File: config.mk
export PLATFORM = sky130hd
export DESIGN_NAME = ddb_framer
export DESIGN_NICKNAME = d
export VERILOG_FILES = /design/src/hw/ddb_framer_pkg.sv /design/src/hw/ddb_framer.sv
export SDC_FILE = /design/constraint.sdc
export NUM_CORES = 1
export LEC_CHECK = 0
export BUFFER_PORTS_ARGS = -buffer_cell sky130_fd_sc_hd__buf_2
export CAP_MARGIN = 20
export CELL_PAD_IN_SITES_DETAIL_PLACEMENT = 1
export CELL_PAD_IN_SITES_GLOBAL_PLACEMENT = 1
export CORE_MARGIN = 5
export CORE_UTILIZATION = 47
export CTS_CLUSTER_SIZE = 24
export DETAILED_ROUTE_END_ITERATION = 12
export PLACE_DENSITY_LB_ADDON = 0.1
export SYNTH_ARGS = -nofsm -noshare
export SYNTH_HDL_FRONTEND = slang
export SYNTH_HIERARCHICAL = 1
export SYNTH_SLANG_ARGS = --single-unit
File: constraint.sdc
create_clock -name core_clk -period 6.4 [get_ports core_clk]
set_input_delay 0.32 -clock core_clk [delete_from_list [all_inputs] [get_ports core_clk]]
set_output_delay 0.32 -clock core_clk [all_outputs]
set_load 0.02 [all_outputs]
File: src/hw/ddb_framer_pkg.sv
// Constants for the download data block packet framer.
`default_nettype none
package ddb_framer_pkg;
	localparam int PKT_LEN = 188;
	localparam logic [7:0] POS_LAST = 8'hBB;
	localparam logic [7:0] POS_DATA = 8'h1F;
	localparam logic [7:0] CKSUM_LEN = 8'h04;
	localparam logic [7:0] MAX_DATA = 8'h99;
	localparam logic [11:0] SEC_LEN_BASE = 12'h01B;
	localparam logic [15:0] MSG_LEN_BASE = 16'h0006;
	localparam logic [7:0] SYNC_BYTE = 8'h47;
	localparam logic [1:0] SCRAMBLE_NONE = 2'h0;
	localparam logic [1:0] AFC_PAYLOAD = 2'h1;
	localparam logic [7:0] POINTER_VAL = 8'h00;
	localparam logic [7:0] TABLE_DDB = 8'h3C;
	localparam logic [1:0] SYNTAX_PRIV = 2'h1;
	localparam logic [1:0] RSV2 = 2'h3;
	localparam logic [7:0] RSV8 = 8'hFF;
	localparam logic [7:0] PROTO_DISC = 8'h11;
	localparam logic [7:0] MSG_TYPE = 8'h03;
	localparam logic [15:0] MSG_ID_DDB = 16'h1003;
	localparam logic [7:0] ADAPT_NONE = 8'h00;
	localparam logic [7:0] CKSUM_BYTE = 8'h00;
	localparam logic [7:0] STUFF_BYTE = 8'hFF;
	localparam int FIFO_WIDTH = 8;
	localparam int FIFO_DEPTH = 16;
	typedef enum logic {ST_IDLE, ST_RUN} frame_state_t;
endpackage
`default_nettype wire

File: src/hw/ddb_framer.sv
// Data FIFO and packet framer for one download data block section.
// Contract
// - Payload unit start indicator is one, since the section begins here.
// - Adaptation field control is 01b, payload only.
// - Scrambling control is 00b, unscrambled.
// - Pointer byte 0x00 follows the transport header.
// - Section starts with table identifier 0x3C.
// - Section syntax indicator 0b, private indicator 1b.
// - All reserved fields are sent as ones.
// - Section length counts table-id extension through last checksum byte.
// - Table-id extension repeats the module identifier.
// - Version number repeats low five bits of module version.
// - Current/next indicator is always one.
// - Section number is block low byte; last is highest number coded.
// - Download identifier carries the carousel identifier.
// - Adaptation length is 0x00, no timestamp.
// - Message length counts the bytes following it up to the last data byte, not the checksum.
// - Body module identifier names the block's module.
// - Block number gives position in module, zero first.
// - Block number is followed by N file bytes.
// - Section ends with 32-bit checksum, all zero meaning none.
`default_nettype none
////////////////////////////////////////////////////////////////////////////////
module byte_fifo #(
	parameter int WIDTH = 8,
	parameter int DEPTH = 16
) (
	input wire logic clk,
	input wire logic rst,
	input wire logic [WIDTH-1:0] wr_data,
	input wire logic wr_valid,
	output logic wr_ready,
	output logic [WIDTH-1:0] rd_data,
	output logic rd_valid,
	input wire logic rd_ready
);
	localparam int AW = $clog2(DEPTH);
	logic [WIDTH-1:0] mem [DEPTH];
	logic [AW-1:0] wr_ptr, rd_ptr, next_wr_ptr, next_rd_ptr;
	logic [AW:0] count, next_count;
	logic next_wr_ready, push, pop;

	always_comb begin
		push = wr_valid && wr_ready;
		pop = rd_valid && rd_ready;
		next_wr_ptr = push ? wr_ptr + 1'b1 : wr_ptr;
		next_rd_ptr = pop ? rd_ptr + 1'b1 : rd_ptr;
		next_count = count + (AW+1)'(push) - (AW+1)'(pop);
		next_wr_ready = (next_count < (AW+1)'(DEPTH));
		rd_valid = (count != '0);
		rd_data = mem[rd_ptr];
	end

	always_ff @(posedge clk) begin
		if (rst) begin
			wr_ptr <= '0;
			rd_ptr <= '0;
			count <= '0;
			wr_ready <= 1'b0;
		end else begin
			wr_ptr <= next_wr_ptr;
			rd_ptr <= next_rd_ptr;
			count <= next_count;
			wr_ready <= next_wr_ready;
		end
		if (push) begin
			mem[wr_ptr] <= wr_data;
		end
	end
endmodule
////////////////////////////////////////////////////////////////////////////////
module ddb_framer import ddb_framer_pkg::*; (
	input wire logic core_clk,
	input wire logic sys_rst,
	input wire logic start,
	input wire logic [12:0] pid,
	input wire logic [3:0] cont_count,
	input wire logic [15:0] module_id,
	input wire logic [7:0] module_version,
	input wire logic [15:0] block_number,
	input wire logic [31:0] carousel_id,
	input wire logic [7:0] data_len,
	output logic busy,
	input wire logic [7:0] in_data,
	input wire logic in_valid,
	output logic in_ready,
	output logic [7:0] out_data,
	output logic out_valid,
	output logic out_sop,
	output logic out_eop,
	input wire logic out_ready
);
	frame_state_t state, next_state;
	logic [12:0] pkt_pid, next_pkt_pid;
	logic [3:0] pkt_cc, next_pkt_cc;
	logic [15:0] mod_id, next_mod_id, blk_num, next_blk_num;
	logic [7:0] mod_ver, next_mod_ver, n_bytes, next_n_bytes;
	logic [31:0] dl_id, next_dl_id;
	logic [7:0] last_sec, next_last_sec, max_sec, next_max_sec;
	logic [15:0] prev_mod, next_prev_mod;
	logic have_mod, next_have_mod;
	logic [7:0] idx, next_idx, idx_out, next_idx_out;
	logic [7:0] next_out_data, byte_val, data_end, ck_end, blk_lo, clamp_len;
	logic next_out_valid, next_out_sop, next_out_eop, next_busy;
	logic [11:0] sec_len;
	logic [15:0] msg_len;
	logic is_data, load, fifo_valid;
	logic [7:0] fifo_data;

	// The FIFO lets the source run ahead of the header bytes; it stalls via in_ready.
	byte_fifo #(.WIDTH(FIFO_WIDTH), .DEPTH(FIFO_DEPTH)) data_fifo (
		.clk(core_clk),
		.rst(sys_rst),
		.wr_data(in_data),
		.wr_valid(in_valid),
		.wr_ready(in_ready),
		.rd_data(fifo_data),
		.rd_valid(fifo_valid),
		.rd_ready(load && is_data)
	);

	////////////////////////////////////////////////////////////////////////////
	always_comb begin
		data_end = POS_DATA + n_bytes;
		ck_end = data_end + CKSUM_LEN;
		sec_len = SEC_LEN_BASE + {4'h0, n_bytes};
		msg_len = MSG_LEN_BASE + {8'h00, n_bytes};
		is_data = (idx >= POS_DATA) && (idx < data_end);
		byte_val = STUFF_BYTE;
		case (idx)
			8'h00: byte_val = SYNC_BYTE;
			8'h01: byte_val = {1'b0, 1'b1, 1'b0, pkt_pid[12:8]};
			8'h02: byte_val = pkt_pid[7:0];
			8'h03: byte_val = {SCRAMBLE_NONE, AFC_PAYLOAD, pkt_cc};
			8'h04: byte_val = POINTER_VAL;
			8'h05: byte_val = TABLE_DDB;
			8'h06: byte_val = {SYNTAX_PRIV, RSV2, sec_len[11:8]};
			8'h07: byte_val = sec_len[7:0];
			8'h08: byte_val = mod_id[15:8];
			8'h09: byte_val = mod_id[7:0];
			8'h0A: byte_val = {RSV2, mod_ver[4:0], 1'b1};
			8'h0B: byte_val = blk_num[7:0];
			8'h0C: byte_val = last_sec;
			8'h0D: byte_val = PROTO_DISC;
			8'h0E: byte_val = MSG_TYPE;
			8'h0F: byte_val = MSG_ID_DDB[15:8];
			8'h10: byte_val = MSG_ID_DDB[7:0];
			8'h11: byte_val = dl_id[31:24];
			8'h12: byte_val = dl_id[23:16];
			8'h13: byte_val = dl_id[15:8];
			8'h14: byte_val = dl_id[7:0];
			8'h15: byte_val = RSV8;
			8'h16: byte_val = ADAPT_NONE;
			8'h17: byte_val = msg_len[15:8];
			8'h18: byte_val = msg_len[7:0];
			8'h19: byte_val = mod_id[15:8];
			8'h1A: byte_val = mod_id[7:0];
			8'h1B: byte_val = mod_ver;
			8'h1C: byte_val = RSV8;
			8'h1D: byte_val = blk_num[15:8];
			8'h1E: byte_val = blk_num[7:0];
			default: begin
				if (is_data) begin
					byte_val = fifo_data;
				end else if (idx >= data_end && idx < ck_end) begin
					byte_val = CKSUM_BYTE;
				end
			end
		endcase
	end

	////////////////////////////////////////////////////////////////////////////
	always_comb begin
		blk_lo = block_number[7:0];
		clamp_len = (data_len > MAX_DATA) ? MAX_DATA : data_len;
		load = (state == ST_RUN) && (!out_valid || out_ready) && (!is_data || fifo_valid);
		next_state = state;
		next_pkt_pid = pkt_pid;
		next_pkt_cc = pkt_cc;
		next_mod_id = mod_id;
		next_mod_ver = mod_ver;
		next_blk_num = blk_num;
		next_dl_id = dl_id;
		next_n_bytes = n_bytes;
		next_last_sec = last_sec;
		next_max_sec = max_sec;
		next_prev_mod = prev_mod;
		next_have_mod = have_mod;
		next_idx = idx;
		next_idx_out = idx_out;
		next_busy = busy;
		next_out_data = out_data;
		next_out_valid = out_valid && !out_ready;
		next_out_sop = out_sop;
		next_out_eop = out_eop;
		case (state)
			ST_IDLE: begin
				if (start) begin
					next_state = ST_RUN;
					next_busy = 1'b1;
					next_idx = 8'h00;
					next_pkt_pid = pid;
					next_pkt_cc = cont_count;
					next_mod_id = module_id;
					next_mod_ver = module_version;
					next_blk_num = block_number;
					next_dl_id = carousel_id;
					next_n_bytes = clamp_len;
					// A new module restarts the running maximum of block numbers.
					if (!have_mod || module_id != prev_mod || blk_lo > max_sec) begin
						next_max_sec = blk_lo;
					end
					next_last_sec = next_max_sec;
					next_prev_mod = module_id;
					next_have_mod = 1'b1;
				end
			end
			ST_RUN: begin
				if (load) begin
					next_out_data = byte_val;
					next_out_valid = 1'b1;
					next_out_sop = (idx == 8'h00);
					next_out_eop = (idx == POS_LAST);
					next_idx_out = idx;
					next_idx = idx + 8'h01;
					if (idx == POS_LAST) begin
						next_state = ST_IDLE;
						next_busy = 1'b0;
					end
				end
			end
			default: begin
				next_state = ST_IDLE;
			end
		endcase
	end

	always_ff @(posedge core_clk) begin
		if (sys_rst) begin
			state <= ST_IDLE;
			pkt_pid <= '0;
			pkt_cc <= '0;
			mod_id <= '0;
			mod_ver <= '0;
			blk_num <= '0;
			dl_id <= '0;
			n_bytes <= '0;
			last_sec <= '0;
			max_sec <= '0;
			prev_mod <= '0;
			have_mod <= 1'b0;
			idx <= '0;
			idx_out <= '0;
			busy <= 1'b0;
			out_data <= '0;
			out_valid <= 1'b0;
			out_sop <= 1'b0;
			out_eop <= 1'b0;
		end else begin
			state <= next_state;
			pkt_pid <= next_pkt_pid;
			pkt_cc <= next_pkt_cc;
			mod_id <= next_mod_id;
			mod_ver <= next_mod_ver;
			blk_num <= next_blk_num;
			dl_id <= next_dl_id;
			n_bytes <= next_n_bytes;
			last_sec <= next_last_sec;
			max_sec <= next_max_sec;
			prev_mod <= next_prev_mod;
			have_mod <= next_have_mod;
			idx <= next_idx;
			idx_out <= next_idx_out;
			busy <= next_busy;
			out_data <= next_out_data;
			out_valid <= next_out_valid;
			out_sop <= next_out_sop;
			out_eop <= next_out_eop;
		end
	end

	////////////////////////////////////////////////////////////////////////////
	// Checks on the presented byte, keyed to its position in the packet, besides the stall hold and end-of-packet busy checks.
	AST_HOLD: assert property (@(posedge core_clk) disable iff (sys_rst)
		out_valid && !out_ready |=> out_valid && $stable(out_data))
		else $error("output byte changed while stalled");
	AST_PUSI: assert property (@(posedge core_clk) disable iff (sys_rst)
		out_valid && idx_out == 8'h01 |-> out_data[7:5] == 3'b010)
		else $error("start indicator wrong");
	AST_AFC: assert property (@(posedge core_clk) disable iff (sys_rst)
		out_valid && idx_out == 8'h03 |-> out_data[5:4] == 2'b01)
		else $error("adaptation field control wrong");
	AST_TSC: assert property (@(posedge core_clk) disable iff (sys_rst)
		out_valid && idx_out == 8'h03 |-> out_data[7:6] == 2'b00)
		else $error("scrambling control wrong");
	AST_PTR_TID: assert property (@(posedge core_clk) disable iff (sys_rst)
		out_valid && out_ready && idx_out == 8'h04 |->
		out_data == 8'h00 ##1 (!out_valid || out_data == 8'h3C))
		else $error("pointer or table identifier wrong");
	AST_TID: assert property (@(posedge core_clk) disable iff (sys_rst)
		out_valid && idx_out == 8'h05 |-> out_data == 8'h3C)
		else $error("table identifier wrong");
	AST_SYNTAX: assert property (@(posedge core_clk) disable iff (sys_rst)
		out_valid && idx_out == 8'h06 |-> out_data[7:4] == 4'h7)
		else $error("syntax bits wrong");
	AST_RSV: assert property (@(posedge core_clk) disable iff (sys_rst)
		out_valid && (idx_out == 8'h15 || idx_out == 8'h1C) |-> out_data == 8'hFF)
		else $error("reserved byte not ones");
	AST_SECLEN: assert property (@(posedge core_clk) disable iff (sys_rst)
		out_valid && idx_out == 8'h07 |-> out_data == 8'(n_bytes + 8'h1B))
		else $error("section length wrong");
	AST_CNI: assert property (@(posedge core_clk) disable iff (sys_rst)
		out_valid && idx_out == 8'h0A |-> out_data[7:6] == 2'b11 && out_data[0])
		else $error("current indicator wrong");
	AST_ADAPT: assert property (@(posedge core_clk) disable iff (sys_rst)
		out_valid && idx_out == 8'h16 |-> out_data == 8'h00)
		else $error("adaptation length wrong");
	// A start taken while the last byte still stands reloads the lengths, so skip that byte.
	AST_CKSUM: assert property (@(posedge core_clk) disable iff (sys_rst)
		out_valid && !(out_eop && busy) && idx_out >= data_end && idx_out < ck_end |->
		out_data == 8'h00)
		else $error("checksum byte not zero");
	AST_PAD: assert property (@(posedge core_clk) disable iff (sys_rst)
		out_valid && !(out_eop && busy) && idx_out >= ck_end |-> out_data == 8'hFF)
		else $error("padding byte not 0xFF");
	AST_EOP: assert property (@(posedge core_clk) disable iff (sys_rst)
		out_valid && out_eop |-> idx_out == 8'hBB)
		else $error("end of packet misplaced");
	AST_EOP_IDLE: assert property (@(posedge core_clk) disable iff (sys_rst)
		$rose(out_eop) |-> out_valid && !busy)
		else $error("busy still high at end of packet");
endmodule
`default_nettype wire

After elaboration in Yosys (flattened, before gate mapping)
Memory sizes are Yosys's and may differ from the RTL's. A register that Yosys moved wholly into a read port is not among the register bits.
Index checks and enable logic that the tools add are counted.
- bits in registers: 141
- bits in latches: 0
- RAM bits: 128
- bits in read-only memories: 0
- bits of input ports: 110
- output and inout bits: 13
- word-level logic and storage cells: 123
- memories kept: 1
- memories (name ; words ; bits a word ; rd ports ; clocked after memory_dff ; wr ports ; line ; text):
    data_fifo.mem ; 16 ; 8 ; 1 ; 1 ; 1 ; ddb_framer.sv:38 ; logic [WIDTH-1:0] mem [DEPTH];
- add/subtract/negate cells: 9
- multiply operators: 0
- div/mod/pow operators: 0
- $lt $le $gt $ge: 7
- equal/unequal tests: 35
- shift operators: 0
- multiplexer cells: 21
- bitwise logic cells: 1
- reduce and logical (&&, ||, !) cells: 29
- operators by type and width (cell ; count):
    8-bit one-hot mux with 25 select lines ; 1
    8-bit by 5-bit equality test with 1-bit output, second input constant ; 15
    8-bit by 4-bit equality test with 1-bit output, second input constant ; 8
    8-bit 2-to-1 mux ; 5
    8-bit by 3-bit equality test with 1-bit output, second input constant ; 4
    8-bit by 2-bit equality test with 1-bit output, second input constant ; 2
    8-bit less-than comparator ; 2
    16-bit inequality test ; 1
    8-bit one-hot mux with 2 select lines ; 1
    2-bit OR reduction ; 6
    1-bit 2-to-1 mux ; 10
    3-bit by 8-bit adder with 9-bit output, first input constant ; 1
    5-bit by 8-bit adder with 9-bit output, first input constant ; 1
    4-bit by 1-bit adder with 4-bit output, second input constant ; 2
    5-bit by 8-bit adder with 8-bit output, first input constant ; 1
    8-bit by 1-bit adder with 8-bit output, second input constant ; 1
    8-bit by 3-bit adder with 8-bit output, second input constant ; 1
    8-bit by 1-bit equality test with 1-bit output, second input constant ; 1
    8-bit equality test, second input constant ; 1
    8-bit by 5-bit greater-or-equal comparator with 1-bit output, second input constant ; 1
    8-bit greater-or-equal comparator ; 1
    8-bit greater-than comparator ; 1
    8-bit greater-than comparator, second input constant ; 1
    1-bit logical AND ; 8
    14 further kinds ; 26

Longest topological paths before layout
- depth in word-level cells: 10
- mapped depth: 24
- mapped depth without buffers: 24

By module
The synthesis kept the hierarchy.
- by module, submodules not included (module ; times used ; cells each ; area each (µm²) ; seq. area each (µm²)):
    ddb_framer ; 1 ; 928 ; 7130.6 ; 2542.4
    byte_fifo ; 1 ; 308 ; 5790.6 ; 4204.0

Worst setup path after synthesis
OpenSTA, ideal clock, no wires.
- path type: reg2reg
- start point: reg n_bytes[1]
- end point: reg data_fifo.count[4]
- setup time: 0.116 ns
- arrival time: 4.374 ns
- setup slack: 1.911 ns
- cell stages (with the launch flop): 25
- path buffers: 0
- period minus slack after synthesis: 4.489 ns
- path through: dfxtp_1 inv_1 ha_1 a21boi_0 nand2_1 xor2_1 inv_1 ha_1 a21oi_1 o21ai_0 or2_1 or2_1 o211ai_2 nor2_1 nand2_1 inv_1 ha_1 inv_1 ha_1 inv_1 fa_1 nand2b_1 a21oi_1 o21ai_0 and3b_1
- cells in the longest elaborated chain, start to end: 9
- RTL lines (element ; line ; text):
    start: declaration ; ddb_framer.sv:97 ; logic [7:0] mod_ver, next_mod_ver, n_bytes, next_n_bytes;
    start signal: assignment ; ddb_framer.sv:267 ; n_bytes <= next_n_bytes;
    5-bit by 8-bit adder with 8-bit output * ; ddb_framer.sv:124 ; data_end = POS_DATA + n_bytes;
    8-bit less-than comparator * ; ddb_framer.sv:128 ; is_data = (idx >= POS_DATA) && (idx < data_end);
    1-bit logical AND * ; ddb_framer.sv:128 ;
    1-bit logical NOT ; ddb_framer.sv:176 ; load = (state == ST_RUN) && (!out_valid || out_ready) && (!is_data || fifo_valid);
    1-bit logical OR ; ddb_framer.sv:176 ;
    1-bit logical AND ; ddb_framer.sv:176 ;
    1-bit logical AND * ; ddb_framer.sv:119 ; .rd_ready(load && is_data)
    1-bit logical AND * ; ddb_framer.sv:45 ; pop = rd_valid && rd_ready;
    5-bit by 1-bit subtractor with 5-bit output * ; ddb_framer.sv:48 ; next_count = count + (AW+1)'(push) - (AW+1)'(pop);
    end signal: assignment ; ddb_framer.sv:63 ; count <= next_count;
    end: declaration ; ddb_framer.sv:40 ; logic [AW:0] count, next_count;
Every way passes the cells marked *; elsewhere a longest branch is shown, timed or not.
A chain may end at the register's enable or synchronous reset.

Final worst setup path
Ends and elaborated chain as after synthesis.

==> results.sh <==
export IMPL_dieHeight_um=176
export IMPL_dieArea_um2=30900
export IMPL_cts_sinks=273
export IMPL_htree_num_levels=1
export IMPL_regToRegSetupSlack_ps=970
export IMPL_p_sw_mw=1.01
export IMPL_switching_share=0.252
export IMPL_wl_per_cell_um=22.5
export IMPL_rows=60
export IMPL_synthCells=1236
export IMPL_fin_setup_tns_ps=0
export IMPL_dp_hpwl_um=27400
export IMPL_startpoint_type="flip-flop"
export IMPL_yosysWarnings=6
export IMPL_synth_edf_count=128
export IMPL_area_growth_pct=13.2
export IMPL_overflow=0
export IMPL_viasPerCell=5.85
export IMPL_critPathMaxFanout=8
export IMPL_synthArstFlopShare=0
export IMPL_grt_setup_unrepaired="no"
export IMPL_synth_top_area_share=0.297
export IMPL_grt_max_degree=98
export IMPL_io_buffers=122
export IMPL_cts_root_buf="clkbuf_16"
export IMPL_syn_nets=1390
export IMPL_first_global_vias=9997
export IMPL_seq_power_share=0.489
export IMPL_drt_pre_antenna_iters=5
export IMPL_cts_buffers=28
export IMPL_start_util=0.478
export IMPL_fin_nets=1478
export IMPL_worst_pin_slew_ps=1030
export IMPL_synth_area_leader_cell="edfxtp_1"
export IMPL_maxCapViolCount=0
export IMPL_leakagePower_nw=5.32
export IMPL_ioPinCount=123
export IMPL_p_int_mw=2.99
export IMPL_dominantRegCellSynth="dfxtp_1"
export IMPL_p_per_area_nw_per_um2=273
export IMPL_post_cts_setup_buffers=0
export IMPL_drt_total_wl_um=37900
export IMPL_grt_pass1_wl_um=58300
export IMPL_drv_slew=0
export IMPL_hold_violations=0
export IMPL_clock_skew_ps=7.42
export IMPL_initialDrtViolationCount=847
export IMPL_setup_violations=0
export IMPL_syn_mean_instance_area_um2=10.5
export IMPL_crit_type="flip-flop to flip-flop"
export IMPL_synth_area_um2=12900
export IMPL_netlist_top_cells_area="edfxtp_1 30%, dfxtp_1 22%, nand2_1 7.0%"
export IMPL_ys_ff_latch=273
export IMPL_fin_crit_sh=0.848
export IMPL_slew_headroom=0.296
export IMPL_antenna_found_initial=0
export IMPL_drc=0
export IMPL_num_antenna_cells=0
export IMPL_required_ps=6840
export IMPL_clkLatencyLatePin_ps=550
export IMPL_fin_ws_ps=971
export IMPL_grt_use_total=0.241
export IMPL_layout_drive_gt1_share=0.161
export IMPL_dieWidth_um=176
export IMPL_ant_nets=0
export IMPL_place_ws_ps=1100
export IMPL_yosysSeqAreaShare=0.522
export IMPL_clockBufferDepth=3
export IMPL_outcome="finished, final reports clean"
export IMPL_cts_tree="yes"
export IMPL_ir_drop_mv=0.187
export IMPL_dpl_instance_area_um2=13700
export IMPL_ys_types=81
export IMPL_min_path_type="input pin to flip-flop"
export IMPL_instances_no_fill=1684
export IMPL_p_clk_frac=0.398
export IMPL_fmax_mhz=184
export IMPL_fin_area_um2=14600
export IMPL_core_um2=27000
export IMPL_vias=9853
export IMPL_routabilityCongestion=0.889
export IMPL_dp_cells=1632
export IMPL_pwr_share_comb=0.112
export IMPL_critPathArrivalTime_ps=5870
export IMPL_cp_end_kind="flip-flop"
export IMPL_clk_pin_slew_ps=60
export IMPL_period_minus_slack_ps=5430
==> layout by cell type, fill, tap and decap left out, drive strengths merged, types with 33 or more instances in the layout <==
| master | netlist | layout |
|---|---|---|
| ha | 43 | 43 |
| nand2 | 242 | 242 |
| edfxtp | 128 | 128 |
| inv | 37 | 38 |
| buf | 24 | 134 |
| a22oi | 33 | 33 |
| clkbuf | 51 | 43 |
| nor2 | 79 | 79 |
| a21oi | 128 | 128 |
| dfxtp | 145 | 145 |
==> routing by layer <==
layer  up-vias  GRT usage  share of wire  wire (µm)
met5         -          0              0          0
met4         0     0.0445          0.015        558
li1       4656          -              -          -
met1      4859      0.373           0.48      18300
met2       300      0.360           0.44      16700
met3        38     0.0407          0.062       2360
==> critical path, stage by stage (launching register included) <==
cell and delay, ps:
dfxtp_1 340, inv_1 200, ha_1 260, a21boi_0 400, nand2_1 140, xor2_1 330
inv_1 90, ha_1 310, a21oi_1 140, o21ai_0 140, or2_1 270, or2_1 280
o211ai_2 400, nor2_1 170, nand2_1 160, inv_1 80, ha_1 280, inv_1 60
ha_1 160, inv_1 60, fa_1 400, nand2b_1 160, a21oi_1 180, o21ai_0 130
and3b_1 190
==> logic make-up after synthesis <==
logic type,after synthesis,share of synthesized area
AOI/OAI and AO/OA,265,0.135
DFF,273,0.522
xor gates and xnor gates,45,0.0305
muxes,46,0.0707
buffers and inverters,115,0.0396
adders and majority gates,44,0.0432
and+or+nand+nor,448,0.158
==> Yosys cell counts, types with 5 or more instances <==
cell type / instances
xnor2_1: 29
ha_1: 43
buf_2: 10
nor3_1: 18
mux4_2: 18
nor2b_1: 9
nand2b_1: 13
buf_1: 5
o21ai_0: 19
clkbuf_1: 51
nand4_1: 14
a21oi_1: 128
nand3b_1: 7
a221oi_1: 8
mux2i_1: 14
o21bai_1: 5
a21o_1: 5
inv_1: 37
a22oi_1: 33
dfxtp_1: 145
a222oi_1: 7
nand3_1: 20
nor2_1: 79
xor2_1: 16
edfxtp_1: 128
nand2_1: 242
and3_1: 8
mux4_1: 14
buf_4: 5
==> sequential cells by signal, indices dropped and copies added, names as in the netlist, 4 cells and up, named ones only <==
name / count
mod_ver: 8
pkt_cc: 4
n_bytes: 8
dl_id: 32
data_fifo/rd_ptr: 4
out_data: 8
max_sec: 8
data_fifo/wr_ptr: 4
idx: 8
data_fifo/count: 5
data_fifo/mem: 128
prev_mod: 16
blk_num: 16
pkt_pid: 13
==> per-stage QoR <==
step | power [mW] | util | hold slack, ps
final | 4.00 | 0.541 | 13.7
after global routing | 4.17 | 0.541 | 3.81
after CTS | 4.04 | 0.541 | 0.165
after detailed placement | 2.44 | 0.506 | 449
after global placement | 2.42 | 0.506 | 444
after floorplan | 2.26 | - | 389
==> what timing repair did <==
action / 4_1_cts / 5_1_grt
hold buffers: 2 / 0
endpoints found under the hold margin: 2 / 0
resized for setup: 0 / 0
==> worst paths after layout <==
kind / cells past startpoint / to / startpoint
worst max-delay path: 24 / data_fifo/count[4]$_SDFF_PP0_ / n_bytes[1]$_SDFFE_PP0P_
worst min-delay path: 3 / dl_id[10]$_SDFFE_PP0P_ / carousel_id[10]
worst max register to register: 24 / data_fifo/count[4]$_SDFF_PP0_ / n_bytes[1]$_SDFFE_PP0P_
worst min register to register: 2 / mod_ver[6]$_SDFFE_PP0P_ / mod_ver[6]$_SDFFE_PP0P_
==> final cells by class <==
cell class                      instances  area (µm²)
Timing Repair Buffer                  136         736
Clock buffer                           43         861
Inverter                               37         139
Clock inverter                          6        42.5
Fill cell                            3004       12400
Multi-Input combinational cell        848        5680
Sequential cell                       273        6750
Tap cell                              341         427
==> power groups by stage <==
stage	clock, mW	sequential (mW)	combinational (mW)
after floorplan	0	1.98	0.282
after global placement	0	1.99	0.430
after detailed placement	0	1.99	0.445
after CTS	1.63	1.96	0.451
after global routing	1.71	1.96	0.500
final	1.59	1.96	0.450
Power figures use the tool's default switching activity.
